$ cat src/logic/boot_protect_pkg.sv
// Purpose: Shared constants and types for the boot page write-protect block
// Assumes: 32-bit APB register bus, word-aligned registers
// Notes: Register offsets of the key and status registers are local choices
package boot_protect_pkg;
  // Register byte offsets
  localparam logic [7:0] PROTECT_CTRL_OFFSET = 8'h00;
  localparam logic [7:0] KEY_OFFSET = 8'h04;
  localparam logic [7:0] CHECK_OFFSET = 8'h08;
  // Control register field positions
  localparam int LOWER_UNLOCK_BIT = 15;
  localparam int LOWER_PAGE_LSB = 8;
  localparam int UPPER_UNLOCK_BIT = 7;
  localparam int TOOL_RESERVED_BIT = 6;
  localparam int UPPER_PAGE_LSB = 0;
  localparam int PAGES_PER_ALIAS = 5;
  // Reset values
  localparam logic [4:0] PAGE_RESET = 5'h1F;
  // Key unlock sequence words, values are arbitrary local choices
  localparam logic [31:0] KEY_WORD_FIRST = 32'hC35A0FF0;
  localparam logic [31:0] KEY_WORD_SECOND = 32'h0FF05AC3;
  // Page geometry: 16 KB pages
  localparam int PAGE_SHIFT = 14;
  localparam logic [31:0] LOWER_ALIAS_BASE = 32'h1FC00000;
  localparam logic [31:0] UPPER_ALIAS_BASE = 32'h1FC20000;
  localparam logic [31:0] ALIAS_SPAN = 32'h00014000;
  // Key sequence states
  typedef enum logic [1:0] {
    KEY_IDLE = 2'b00,
    KEY_HALF = 2'b01,
    KEY_OPEN = 2'b10
  } key_state_type;
  // Protection state carried to the checker
  typedef struct packed {
    logic [4:0] lower_page_protect;
    logic [4:0] upper_page_protect;
  } protect_map_type;
endpackage

$ cat src/logic/boot_page_write_protect.sv
// Purpose: Boot flash page write-protect control register with key unlock, APB slave
// Assumes: Single clock, synchronous active-high reset, flash sequencer asks per operation
// Notes: Key register resets the unlock window after any control write
// What this block does
// - Lower unlock bit 15 set allows lower page changes; clear freezes them.
// - Lower unlock bit only clears by write; any reset sets it.
// - Upper unlock bit 7 set allows upper page changes; clear freezes them.
// - Upper unlock bit only clears by write; any reset sets it.
// - Lower bits 8..12 each protect one 16 KB lower alias page.
// - Page bits change only right after key unlock and with unlock bit set.
// - Writes to the control register without key sequence are ignored.
// - Bit 6 reserved for tools, resets to 1, software cannot alter.
// - Bits 31..16, 14, 13 and 5 read zero and ignore writes.
`timescale 1ns/10ps
module boot_page_write_protect #(
  parameter int PAGES = boot_protect_pkg::PAGES_PER_ALIAS
) (
  input wire logic sys_clk_in,
  input wire logic rst_in,
  input wire logic clk_en_in,
  input wire logic psel_in,
  input wire logic penable_in,
  input wire logic pwrite_in,
  input wire logic [7:0] paddr_in,
  input wire logic [31:0] pwdata_in,
  output logic pready_out,
  output logic pslverr_out,
  output logic [31:0] prdata_out,
  input wire logic flash_op_valid_in,
  input wire logic [31:0] flash_op_addr_in,
  output logic flash_op_allow_out,
  output logic flash_op_refuse_out,
  output logic [PAGES-1:0] lower_page_protect_out,
  output logic [PAGES-1:0] upper_page_protect_out
);
  logic lower_alias_unlock_reg;
  logic upper_alias_unlock_reg;
  logic [PAGES-1:0] lower_page_protect_reg;
  logic [PAGES-1:0] upper_page_protect_reg;
  boot_protect_pkg::key_state_type key_state_reg;
  logic [31:0] prdata_reg;
  logic refused_reg;
  logic blocked;
  logic wr_access;
  logic rd_access;
  logic ctrl_write;
  logic ctrl_unlocked;
  boot_protect_pkg::protect_map_type map;

  // Access strobes: zero-wait APB, every access completes in its access phase
  assign wr_access = psel_in && penable_in && pwrite_in && clk_en_in;
  assign rd_access = psel_in && penable_in && !pwrite_in && clk_en_in;
  assign ctrl_write = wr_access && paddr_in == boot_protect_pkg::PROTECT_CTRL_OFFSET;
  assign ctrl_unlocked = key_state_reg == boot_protect_pkg::KEY_OPEN;
  assign pready_out = 1'b1;
  assign pslverr_out = 1'b0;
  assign prdata_out = prdata_reg;

  // Composes the control register read image
  function automatic logic [31:0] ctrl_image(input logic lu, input logic uu,
                                             input logic [PAGES-1:0] lp, input logic [PAGES-1:0] up);
    logic [31:0] v;
    v = 32'h00000000;
    v[boot_protect_pkg::LOWER_UNLOCK_BIT] = lu;
    v[boot_protect_pkg::UPPER_UNLOCK_BIT] = uu;
    v[boot_protect_pkg::TOOL_RESERVED_BIT] = 1'b1;
    v[boot_protect_pkg::LOWER_PAGE_LSB +: PAGES] = lp;
    v[boot_protect_pkg::UPPER_PAGE_LSB +: PAGES] = up;
    return v;
  endfunction

  // Key unlock sequencer: two key words in a row open one control write
  always_ff @(posedge sys_clk_in) begin
    if (rst_in) begin
      key_state_reg <= boot_protect_pkg::KEY_IDLE;
    end else if (wr_access) begin
      case (key_state_reg)
        boot_protect_pkg::KEY_IDLE: begin
          if (paddr_in == boot_protect_pkg::KEY_OFFSET && pwdata_in == boot_protect_pkg::KEY_WORD_FIRST) begin
            key_state_reg <= boot_protect_pkg::KEY_HALF;
          end
        end
        boot_protect_pkg::KEY_HALF: begin
          if (paddr_in == boot_protect_pkg::KEY_OFFSET && pwdata_in == boot_protect_pkg::KEY_WORD_SECOND) begin
            key_state_reg <= boot_protect_pkg::KEY_OPEN;
          end else begin
            key_state_reg <= boot_protect_pkg::KEY_IDLE;
          end
        end
        boot_protect_pkg::KEY_OPEN: begin
          key_state_reg <= boot_protect_pkg::KEY_IDLE; // Any write consumes the window
        end
        default: begin
          key_state_reg <= boot_protect_pkg::KEY_IDLE;
        end
      endcase
    end
  end

  // Unlock bits: reset sets them, an unlocked write can only clear them
  always_ff @(posedge sys_clk_in) begin
    if (rst_in) begin
      lower_alias_unlock_reg <= 1'b1;
      upper_alias_unlock_reg <= 1'b1;
    end else if (ctrl_write && ctrl_unlocked) begin
      lower_alias_unlock_reg <= lower_alias_unlock_reg & pwdata_in[boot_protect_pkg::LOWER_UNLOCK_BIT];
      upper_alias_unlock_reg <= upper_alias_unlock_reg & pwdata_in[boot_protect_pkg::UPPER_UNLOCK_BIT];
    end
  end

  // Page protect bits: need the key window and the old unlock bit still set
  always_ff @(posedge sys_clk_in) begin
    if (rst_in) begin
      lower_page_protect_reg <= boot_protect_pkg::PAGE_RESET[PAGES-1:0];
      upper_page_protect_reg <= boot_protect_pkg::PAGE_RESET[PAGES-1:0];
    end else if (ctrl_write && ctrl_unlocked) begin
      if (lower_alias_unlock_reg) begin
        lower_page_protect_reg <= pwdata_in[boot_protect_pkg::LOWER_PAGE_LSB +: PAGES];
      end
      if (upper_alias_unlock_reg) begin
        upper_page_protect_reg <= pwdata_in[boot_protect_pkg::UPPER_PAGE_LSB +: PAGES];
      end
    end
  end

  // Read data register; unmapped addresses read zero
  always_ff @(posedge sys_clk_in) begin
    if (rst_in) begin
      prdata_reg <= 32'h00000000;
    end else if (psel_in && !penable_in && !pwrite_in && clk_en_in) begin
      case (paddr_in)
        boot_protect_pkg::PROTECT_CTRL_OFFSET: begin
          prdata_reg <= ctrl_image(lower_alias_unlock_reg, upper_alias_unlock_reg,
                                   lower_page_protect_reg, upper_page_protect_reg);
        end
        boot_protect_pkg::CHECK_OFFSET: begin
          prdata_reg <= {31'h00000000, refused_reg};
        end
        default: begin
          prdata_reg <= 32'h00000000;
        end
      endcase
    end
  end

  // Sequencer check of the requested address
  assign map.lower_page_protect = lower_page_protect_reg;
  assign map.upper_page_protect = upper_page_protect_reg;
  page_guard u_page_guard (
    .addr_in(flash_op_addr_in),
    .map_in(map),
    .blocked_out(blocked)
  );
  assign flash_op_allow_out = flash_op_valid_in && !blocked;
  assign flash_op_refuse_out = flash_op_valid_in && blocked;

  // Sticky refusal status, set wins over the read clear
  // Clears only a flag the read captured, so a refusal during the setup cycle survives
  always_ff @(posedge sys_clk_in) begin
    if (rst_in) begin
      refused_reg <= 1'b0;
    end else if (clk_en_in) begin
      if (flash_op_valid_in && blocked) begin
        refused_reg <= 1'b1;
      end else if (rd_access && paddr_in == boot_protect_pkg::CHECK_OFFSET && prdata_reg[0]) begin
        refused_reg <= 1'b0;
      end
    end
  end

  // Registered protection map for the sequencer
  always_ff @(posedge sys_clk_in) begin
    if (rst_in) begin
      lower_page_protect_out <= boot_protect_pkg::PAGE_RESET[PAGES-1:0];
      upper_page_protect_out <= boot_protect_pkg::PAGE_RESET[PAGES-1:0];
    end else if (clk_en_in) begin
      lower_page_protect_out <= lower_page_protect_reg;
      upper_page_protect_out <= upper_page_protect_reg;
    end
  end

  // Lower unlock never rises except by reset
  lower_sticky_a: assert property (@(posedge sys_clk_in) disable iff (rst_in)
    !$past(lower_alias_unlock_reg) |-> !lower_alias_unlock_reg) else $error("lower unlock rose");
  // Upper unlock never rises except by reset
  upper_sticky_a: assert property (@(posedge sys_clk_in) disable iff (rst_in)
    !$past(upper_alias_unlock_reg) |-> !upper_alias_unlock_reg) else $error("upper unlock rose");
  // Lower pages frozen when locked
  lower_frozen_a: assert property (@(posedge sys_clk_in) disable iff (rst_in)
    !lower_alias_unlock_reg |=> $stable(lower_page_protect_reg)) else $error("lower pages moved");
  // Upper pages frozen when locked
  upper_frozen_a: assert property (@(posedge sys_clk_in) disable iff (rst_in)
    !upper_alias_unlock_reg |=> $stable(upper_page_protect_reg)) else $error("upper pages moved");
  // Write without key leaves both page fields and the lower unlock bit unchanged
  keyless_write_a: assert property (@(posedge sys_clk_in) disable iff (rst_in)
    ctrl_write && !ctrl_unlocked |=> $stable(lower_page_protect_reg) && $stable(upper_page_protect_reg)
    && $stable(lower_alias_unlock_reg)) else $error("keyless write took");
  // Unlocked write lands in the lower page bits
  page_update_a: assert property (@(posedge sys_clk_in) disable iff (rst_in)
    ctrl_write && ctrl_unlocked && lower_alias_unlock_reg
    |=> lower_page_protect_reg == $past(pwdata_in[boot_protect_pkg::LOWER_PAGE_LSB +: PAGES]))
    else $error("page write lost");
  // Control read shows reserved one and unimplemented zero
  read_image_a: assert property (@(posedge sys_clk_in) disable iff (rst_in)
    psel_in && !penable_in && !pwrite_in && clk_en_in && paddr_in == boot_protect_pkg::PROTECT_CTRL_OFFSET
    |=> prdata_out[boot_protect_pkg::TOOL_RESERVED_BIT] && prdata_out[31:16] == 16'h0000
    && prdata_out[14:13] == 2'b00 && !prdata_out[5]) else $error("bad read image");
  // Refused operation leaves the sticky flag set
  refuse_sticky_a: assert property (@(posedge sys_clk_in) disable iff (rst_in)
    flash_op_valid_in && blocked && clk_en_in |=> refused_reg) else $error("refusal not recorded");
  // Protected upper page is refused
  upper_refuse_a: assert property (@(posedge sys_clk_in) disable iff (rst_in)
    flash_op_valid_in && flash_op_addr_in == boot_protect_pkg::UPPER_ALIAS_BASE && upper_page_protect_reg[0]
    |-> flash_op_refuse_out && !flash_op_allow_out) else $error("upper page not refused");
  // Protected lower page is refused
  lower_refuse_a: assert property (@(posedge sys_clk_in) disable iff (rst_in)
    flash_op_valid_in && flash_op_addr_in == boot_protect_pkg::LOWER_ALIAS_BASE && lower_page_protect_reg[0]
    |-> flash_op_refuse_out) else $error("lower page not refused");
endmodule // boot_page_write_protect

$ cat src/logic/page_guard.sv
// Purpose: Decide whether a flash program/erase address hits a protected boot page
// Assumes: Addresses are physical byte addresses
// Notes: Purely combinational
`timescale 1ns/10ps
module page_guard (
  input wire logic [31:0] addr_in,
  input wire boot_protect_pkg::protect_map_type map_in,
  output logic blocked_out
);
  logic [31:0] lower_off;
  logic [31:0] upper_off;
  logic [31:0] lower_idx;
  logic [31:0] upper_idx;
  // Offset into each alias and page index inside it
  always_comb begin
    lower_off = addr_in - boot_protect_pkg::LOWER_ALIAS_BASE;
    upper_off = addr_in - boot_protect_pkg::UPPER_ALIAS_BASE;
    lower_idx = lower_off >> boot_protect_pkg::PAGE_SHIFT;
    upper_idx = upper_off >> boot_protect_pkg::PAGE_SHIFT;
    blocked_out = 1'b0;
    if (addr_in >= boot_protect_pkg::LOWER_ALIAS_BASE && lower_off < boot_protect_pkg::ALIAS_SPAN) begin
      blocked_out = map_in.lower_page_protect[lower_idx[2:0]];
    end
    if (addr_in >= boot_protect_pkg::UPPER_ALIAS_BASE && upper_off < boot_protect_pkg::ALIAS_SPAN) begin
      blocked_out = map_in.upper_page_protect[upper_idx[2:0]];
    end
  end
endmodule // page_guard

$ cat config.mk
export PLATFORM = sky130hd
export DESIGN_NAME = boot_page_write_protect
export DESIGN_NICKNAME = d
export VERILOG_FILES = /design/src/logic/boot_protect_pkg.sv /design/src/logic/boot_page_write_protect.sv /design/src/logic/page_guard.sv
export SDC_FILE = /design/constraint.sdc
export NUM_CORES = 1
export LEC_CHECK = 0
export BUFFER_PORTS_ARGS = -buffer_cell sky130_fd_sc_hd__buf_2
export CAP_MARGIN = 20
export CORE_MARGIN = 8
export CORE_UTILIZATION = 35
export CTS_CLUSTER_DIAMETER = 50
export CTS_CLUSTER_SIZE = 40
export DETAILED_ROUTE_END_ITERATION = 10
export PLACE_DENSITY = 0.7
export SETUP_SLACK_MARGIN = 0.5
export SLEW_MARGIN = 40
export SYNTH_ARGS = -nofsm -noshare
export SYNTH_HDL_FRONTEND = slang
export SYNTH_SLANG_ARGS = --single-unit
$ cat constraint.sdc
create_clock -name sys_clk_in -period 5.9 [get_ports sys_clk_in]
set_input_delay 0.59 -clock sys_clk_in [delete_from_list [all_inputs] [get_ports sys_clk_in]]
set_output_delay 0.59 -clock sys_clk_in [all_outputs]
set_load 0.02 [all_outputs]
==> flow_summary.json, run 1 <==
{
  "status": "complete, no violations",
  "vias_per_cell": 5.22,
  "grt_usage": 0.139,
  "final_nets": 444,
  "crit_type": "in -> out",
  "required_ns": 5.31,
  "fmax_mhz": 311,
  "power_density_nw_per_um2": 216,
  "fin_worst_skew_ns": 0.00557,
  "gp_congestion": 0.856,
  "crit_arrival_ns": 2.62,
  "area_delta_synth_final_pct": 28.1,
  "switching_power_uw": 149,
  "num_vias": 2296,
  "core_sq_um": 6310,
  "synth_cells": 263,
  "cp_max_fo": 3,
  "p_clk_frac": 0.435,
  "p_seq_frac": 0.417,
  "grt_max_degree": 40,
  "ys_async_sr_fraction": 0,
  "die_h_um": 96.5,
  "layout_commonest_cell": "buf_2",
  "setup_viol": 0,
  "dp_hpwl_um": 5570,
  "cts_made_buffers": 5,
  "die_w_um": 96.5,
  "p_int_uw": 477,
  "cts_sinks": 38,
  "hold_class": "reg -> reg",
  "cts_resized": 0,
  "layout.cells.non_filler": 440,
  "drtIter0Drc": 76,
  "worst_pin_slew_ns": 0.685,
  "largest_reg_flops": 13,
  "synth_edf_count": 0,
  "clockBufferDepth": 2,
  "io_pins": 125,
  "ant_nets": 0,
  "hold_buffers": 0,
  "num_antenna_cells": 0,
  "ys_ff_latch": 38,
  "layout_setup_ws_ns": 2.69,
  "p_leak_nw": 1.27,
  "vdd.ir_drop.worst_mv": 0.143,
  "dp.cells": 432,
  "combPwrFrac": 0.148,
  "drive_gt1_frac": 0.333,
  "firstDrtPassIters": 4,
  "cap_violations": 0,
  "die-area_sq_um": 9300,
  "grt_antenna_before_repair": 0,
  "grt_pass1_wl_um": 10300,
  "dpl_worst_slack_ns": 2.71,
  "whs_ns": 0.495,
  "start_util": 0.359,
  "synth-seq-area-share": 0.336,
  "fin_crit_sh": 0.545,
  "clock_latency_ns": 0.29,
  "ys.flop_type": "dfxtp_1",
  "synth_area_sq_um": 2270,
  "rsz0062_at_grt": "no",
  "slew_headroom": 0.539,
  "post-cts-setup-buffers": 0,
  "ys_warn_count": 0,
  "critical_path.endpoint_type": "primary output",
  "startpoint_type": "input pin",
  "period_needed_ns": 3.21,
  "clockRootBuffer": "clkbuf_8",
  "final_cell_mix": "buf_2 (103), dfxtp_1 (38), nor2_1 (21), conb_1 (21), a211o_1 (20)",
  "rows": 29,
  "detail_route.wl_per_cell_um": 15.3,
  "final_hold_viol_count": 0,
  "finalMaxSlewViolations": 0,
  "path_clk_slew_ns": 0.08,
  "synth_cell_types": 49,
  "wirelength_um": 6730,
  "grt-ovfl-total": 0,
  "htree_levels": 2,
  "io_buffers": 103,
  "drc": 0,
  "finalPower_uw": 626,
  "tns_ns": 0,
  "grt_pass1_vias": 2287,
  "cts_tree": "done",
  "swShare": 0.237,
  "syn_avg_cell_area_sq_um": 8.62
}
synth_stat cells, types with 2 or more instances:
cell type  number  area, sq um
nand3_1         8         40.0
clkbuf_1        9         33.8
nor3_1          5         25.0
mux2i_1         2         20.0
and3_1         10         62.6
dfxtp_1        38          761
nand4_1         6         37.5
nand3b_1        3         22.5
conb_1          2         7.51
o41ai_1         2         17.5
a211o_1        20          175
nor2_1         21         78.8
a22oi_1        11         82.6
or3_1           5         31.3
o21ai_0         6         30.0
buf_4          21          158
nor4b_1         4         35.0
nand2b_1        6         37.5
nor4bb_1        5         50.1
or4_1           2         15.0
nand2_1        13         48.8
xnor2_1         3         26.3
nor4_1          8         50.1
inv_1           4         15.0
a21oi_1        11         55.1
nor2b_1        13         81.3
ha_1            3         37.5
layer usage:
metal | GRT usage | vias up | share of wire
met2 | 0.232 | 101 | 0.45
met4 | 0.0303 | 0 | 0.0068
met3 | 0.0526 | 5 | 0.11
li1 | - | 1156 | -
met1 | 0.165 | 1034 | 0.43
met5 | 0 | - | 0
logic make-up after synthesis:
group,share of synthesized area
AOI/OAI and AO/OA,0.204
muxes,0.0237
DFF,0.336
and+or+nand+nor,0.308
xor gates and xnor gates,0.0155
adders and majority gates,0.0166
other,0.00331
buffers and inverters,0.0933
final cells by class:
class	instances	area, sq um
inverter	4	15.0
sequential	38	761
multi-input combinational	209	1370
tap	77	96.3
clock buffer	6	82.6
fill	665	3410
clock inverter	2	60.1
timing repair buffer	104	523
worst paths after layout:
check | start | endpoint | slack (ns) | cells after the start
setup / recovery | flash_op_addr_in[18] | flash_op_allow_out | 2.69 | 9
hold / removal | prdata_out[6]$_SDFFE_PP0P_ | prdata_out[6]$_SDFFE_PP0P_ | 0.50 | 2
setup reg to reg | key_state_reg[0]$_SDFFE_PP0P_ | upper_page_protect_reg[4]$_SDFFE_PP1P_ | 4.14 | 4
hold reg to reg | prdata_out[6]$_SDFFE_PP0P_ | prdata_out[6]$_SDFFE_PP0P_ | 0.50 | 2
power by group through the flow:
stage / logic, mW / clock network (mW) / registers [mW]
after floorplan: 0.0536 / 0 / 0.271
after global placement: 0.0921 / 0 / 0.267
after detailed placement: 0.0923 / 0 / 0.267
after CTS: 0.0926 / 0.276 / 0.261
after global routing: 0.102 / 0.291 / 0.261
final: 0.0926 / 0.272 / 0.261
through the flow:
stage,instance area [sq um],util
after floorplan,2340,-
after global placement,2760,0.437
after detailed placement,2760,0.437
after CTS,2900,0.460
after global routing,2900,0.460
final,2900,0.460
critical path, stage by stage:
cell,delay (ns)
buf_2,0.11
inv_1,0.09
ha_1,0.16
or4b_4,0.49
a2111oi_2,0.40
o221a_2,0.25
a41oi_2,0.18
and2_1,0.21
buf_2,0.15
Power figures use the tool's default switching activity.
==> inputs of run 2 (changes only) <==
- ABC_AREA: default -> 1
- PLACE_DENSITY: 0.7 -> 0.71
- clock period: 5.9 -> 2.94 ns (I/O delays scaled with it)
==> run 2 against run 1 <==
Critical path type unchanged. Global-route usage rose by 0.39 points. Highest routed layer unchanged. Critical endpoint unchanged. Area after synthesis increased by 10%. Cell area grew 7.4%. Count of clock-buffer cells in the layout unchanged. Cell count increased by 37%. Largest power group is now sequential cells. Synthesized cell count up 53%. Sequential power up 100%.
==> flow_summary.json, run 2 <==
{
  "final_cell_mix": "nand2_1 (125), buf_2 (103), nand3_1 (48), nor2_1 (41), dfxtp_1 (38)",
  "crit_type": "in -> out",
  "multi_input_area_sq_um": 1480,
  "p_leak_nw": 1.60,
  "startpoint_type": "input pin",
  "synth.top_cell.area_share": 0.304,
  "period_needed_ns": 2.20,
  "critical-path-top-delay-family": "simple AND/OR/NAND/NOR gates",
  "critical_path.endpoint_type": "primary output",
  "finalPower_mw": 1.09,
  "grt_usage": 0.143,
  "final_nets": 586,
  "gp_congestion": 0.889,
  "dp_hpwl_um": 6160,
  "drive_gt1_frac": 0.262,
  "start_util": 0.353,
  "reg2reg_from": "lower_page_protect_reg[1]$_SDFFE_PP1P_",
  "cp_max_fo": 6,
  "fill_cells": 788,
  "setup_viol": 0,
  "cp_cell_sequence": "buf_2 > inv_2 > ha_1 > inv_1 > nor2_1 > nand2_1 > nand2_1 > nor2_1 > nand2_1 > nor2_1 > nand2_1 > nor2_2 > nand2_1 > nand2_1 > nand2_2 > nor2_1 > buf_2",
  "synth_cells": 402,
  "crit_top_cell": "nand2_1",
  "fin_crit_sh": 0.748,
  "grt_antenna_before_repair": 0,
  "critical-path-max-stage-delay_ns": 0.23,
  "vdd.ir_drop.worst_mv": 0.165,
  "ys_warn_count": 0,
  "synth_cell_types": 31,
  "wirelength_um": 7270,
  "crit_arrival_ns": 1.91,
  "die_h_um": 101,
  "status": "complete, no violations",
  "layout_commonest_cell": "nand2_1",
  "htree_levels": 2,
  "finalMaxSlewViolations": 0,
  "synth_commonest_cells": "nand2_1 (125), nand3_1 (48), nor2_1 (41)",
  "ys_ff_latch": 38,
  "clockRootBuffer": "clkbuf_8",
  "required_ns": 2.65,
  "io_pins": 125,
  "grt_pass1_wl_um": 11900,
  "final_hold_viol_count": 0,
  "min_path_cells": 3,
  "largest_reg_flops": 13,
  "r2r_setup_slack_ns": 1.42,
  "hold_class": "in -> reg",
  "crit_slowest_cell": "ha_1",
  "area_delta_synth_final_pct": 24.6,
  "layout.cells.non_filler": 602,
  "regArea_sq_um": 761,
  "cts_tree": "done",
  "drtIter0Drc": 125,
  "synth.area.top_cells": "dfxtp_1 (30%), nand2_1 (19%), nand3_1 (9.6%)",
  "clockBufferDepth": 2,
  "synth_most_common_cell": "nand2_1",
  "path_clk_slew_ns": 0.07,
  "cap_violations": 0,
  "rows": 31,
  "yosys.area.top_type": "dfxtp_1",
  "grt_max_degree": 24,
  "cts_made_buffers": 5,
  "ys_async_sr_fraction": 0,
  "syn_avg_cell_area_sq_um": 6.22,
  "ys.flop_type": "dfxtp_1",
  "grt-ovfl-total": 0,
  "synth_area_sq_um": 2500,
  "io_buffers": 103,
  "regToRegEndpoint": "refused_reg$_SDFFE_PP0P_",
  "dp.cells": 596,
  "vias_per_cell": 4.64,
  "core_sq_um": 7100,
  "grt_pass1_vias": 2714,
  "die-area_sq_um": 10100,
  "r2r_cells": 12,
  "cts_sinks": 38,
  "fmax_mhz": 455,
  "hold_start": "pwdata_in[8]",
  "synth_edf_count": 0,
  "rsz0062_at_grt": "no",
  "firstDrtPassIters": 4,
  "detail_route.wl_per_cell_um": 12.1,
  "worst_pin_slew_ns": 0.703,
  "power_density_nw_per_um2": 348,
  "synth-seq-area-share": 0.304,
  "num_antenna_cells": 0,
  "clock_latency_ns": 0.28,
  "tns_ns": 0,
  "crit_buf_inv": 4,
  "num_vias": 2795,
  "slew_headroom": 0.531,
  "fin_worst_skew_ns": 0.00515,
  "ant_nets": 0,
  "hold_buffers": 0,
  "die_w_um": 101,
  "drc": 0,
  "whs_endpoint": "lower_page_protect_reg[0]$_SDFFE_PP1P_"
}
==> run 2: cell types whose count changed after synthesis, sizes merged, moves of 11 or more <==
cell	change
a211o	-20
nand3	+44
nor2b	-13
a22oi	-11
nor2	+27
nand2	+116
inv	+35
==> run 2: cell type report <==
type,instances,area share
multi-input cells,315,0.474
flip-flops and latches,38,0.244
inverters,40,0.0482
well taps,99,0.0397
repair buffers,104,0.168
clock buffers,6,0.0265
==> run 2: timing repair <==
action,in CTS,in global routing
buffers inserted,0,0
endpoints found under the setup margin,0,1
resized for setup,0,1
==> run 2: cell families after synthesis <==
| family | Yosys count | share of synthesized area |
|---|---|---|
| and+or+nand+nor | 258 | 0.467 |
| buffers and inverters | 68 | 0.134 |
| DFF | 38 | 0.304 |
| AOI/OAI and AO/OA | 31 | 0.0705 |
| adders and majority gates | 3 | 0.0150 |
| xor gates and xnor gates | 2 | 0.00700 |
| other | 2 | 0.00300 |
==> run 2: worst max path at each step <==
stage	from	to	cells past startpoint
6_report	flash_op_addr_in[17]	flash_op_allow_out	17
4_1_cts	flash_op_addr_in[17]	flash_op_allow_out	16
5_1_grt	flash_op_addr_in[17]	flash_op_allow_out	17
2_1_floorplan	flash_op_addr_in[17]	flash_op_allow_out	14
3_3_place_gp	flash_op_addr_in[17]	flash_op_allow_out	16
3_5_place_dp	flash_op_addr_in[17]	flash_op_allow_out	16
==> run 2: worst reg2reg max path: stages (launching register included) <==
cell	delay, ns
dfxtp_1	0.41
nand2_1	0.07
nand3_1	0.08
nand2_1	0.05
nand2_1	0.07
o21ai_0	0.10
nor2_1	0.14
nand2_1	0.06
nor2_1	0.10
nand2_1	0.09
nand2_2	0.07
nand3_2	0.09
a21oi_2	0.13
==> run 2: report_power, final <==
group	leakage, nW	switching [mW]	total [mW]	internal, mW
sequential	0.309	0.00362	0.525	0.522
clock	0.0431	0.166	0.347	0.181
combinational	1.25	0.138	0.214	0.0757
==> run 2: per-layer routing <==
| metal | vias to the layer above | part of all wire | GRT usage |
|---|---|---|---|
| li1 | 1469 | - | - |
| met4 | 0 | 0.017 | 0.0465 |
| met5 | - | 0 | 0 |
| met1 | 1214 | 0.44 | 0.177 |
| met2 | 101 | 0.47 | 0.231 |
| met3 | 11 | 0.076 | 0.0414 |
==> run 2: metrics by stage <==
step	worst slack (ns)	instance area [sq um]	hold WS (ns)	utilization
finish	0.741	3120	0.253	0.439
global route	0.551	3120	0.257	0.439
CTS	0.687	3120	0.251	0.439
detailed placement	0.696	3040	0.439	0.428
global placement	0.748	3040	0.437	0.428
floorplan	0.938	2570	0.407	-
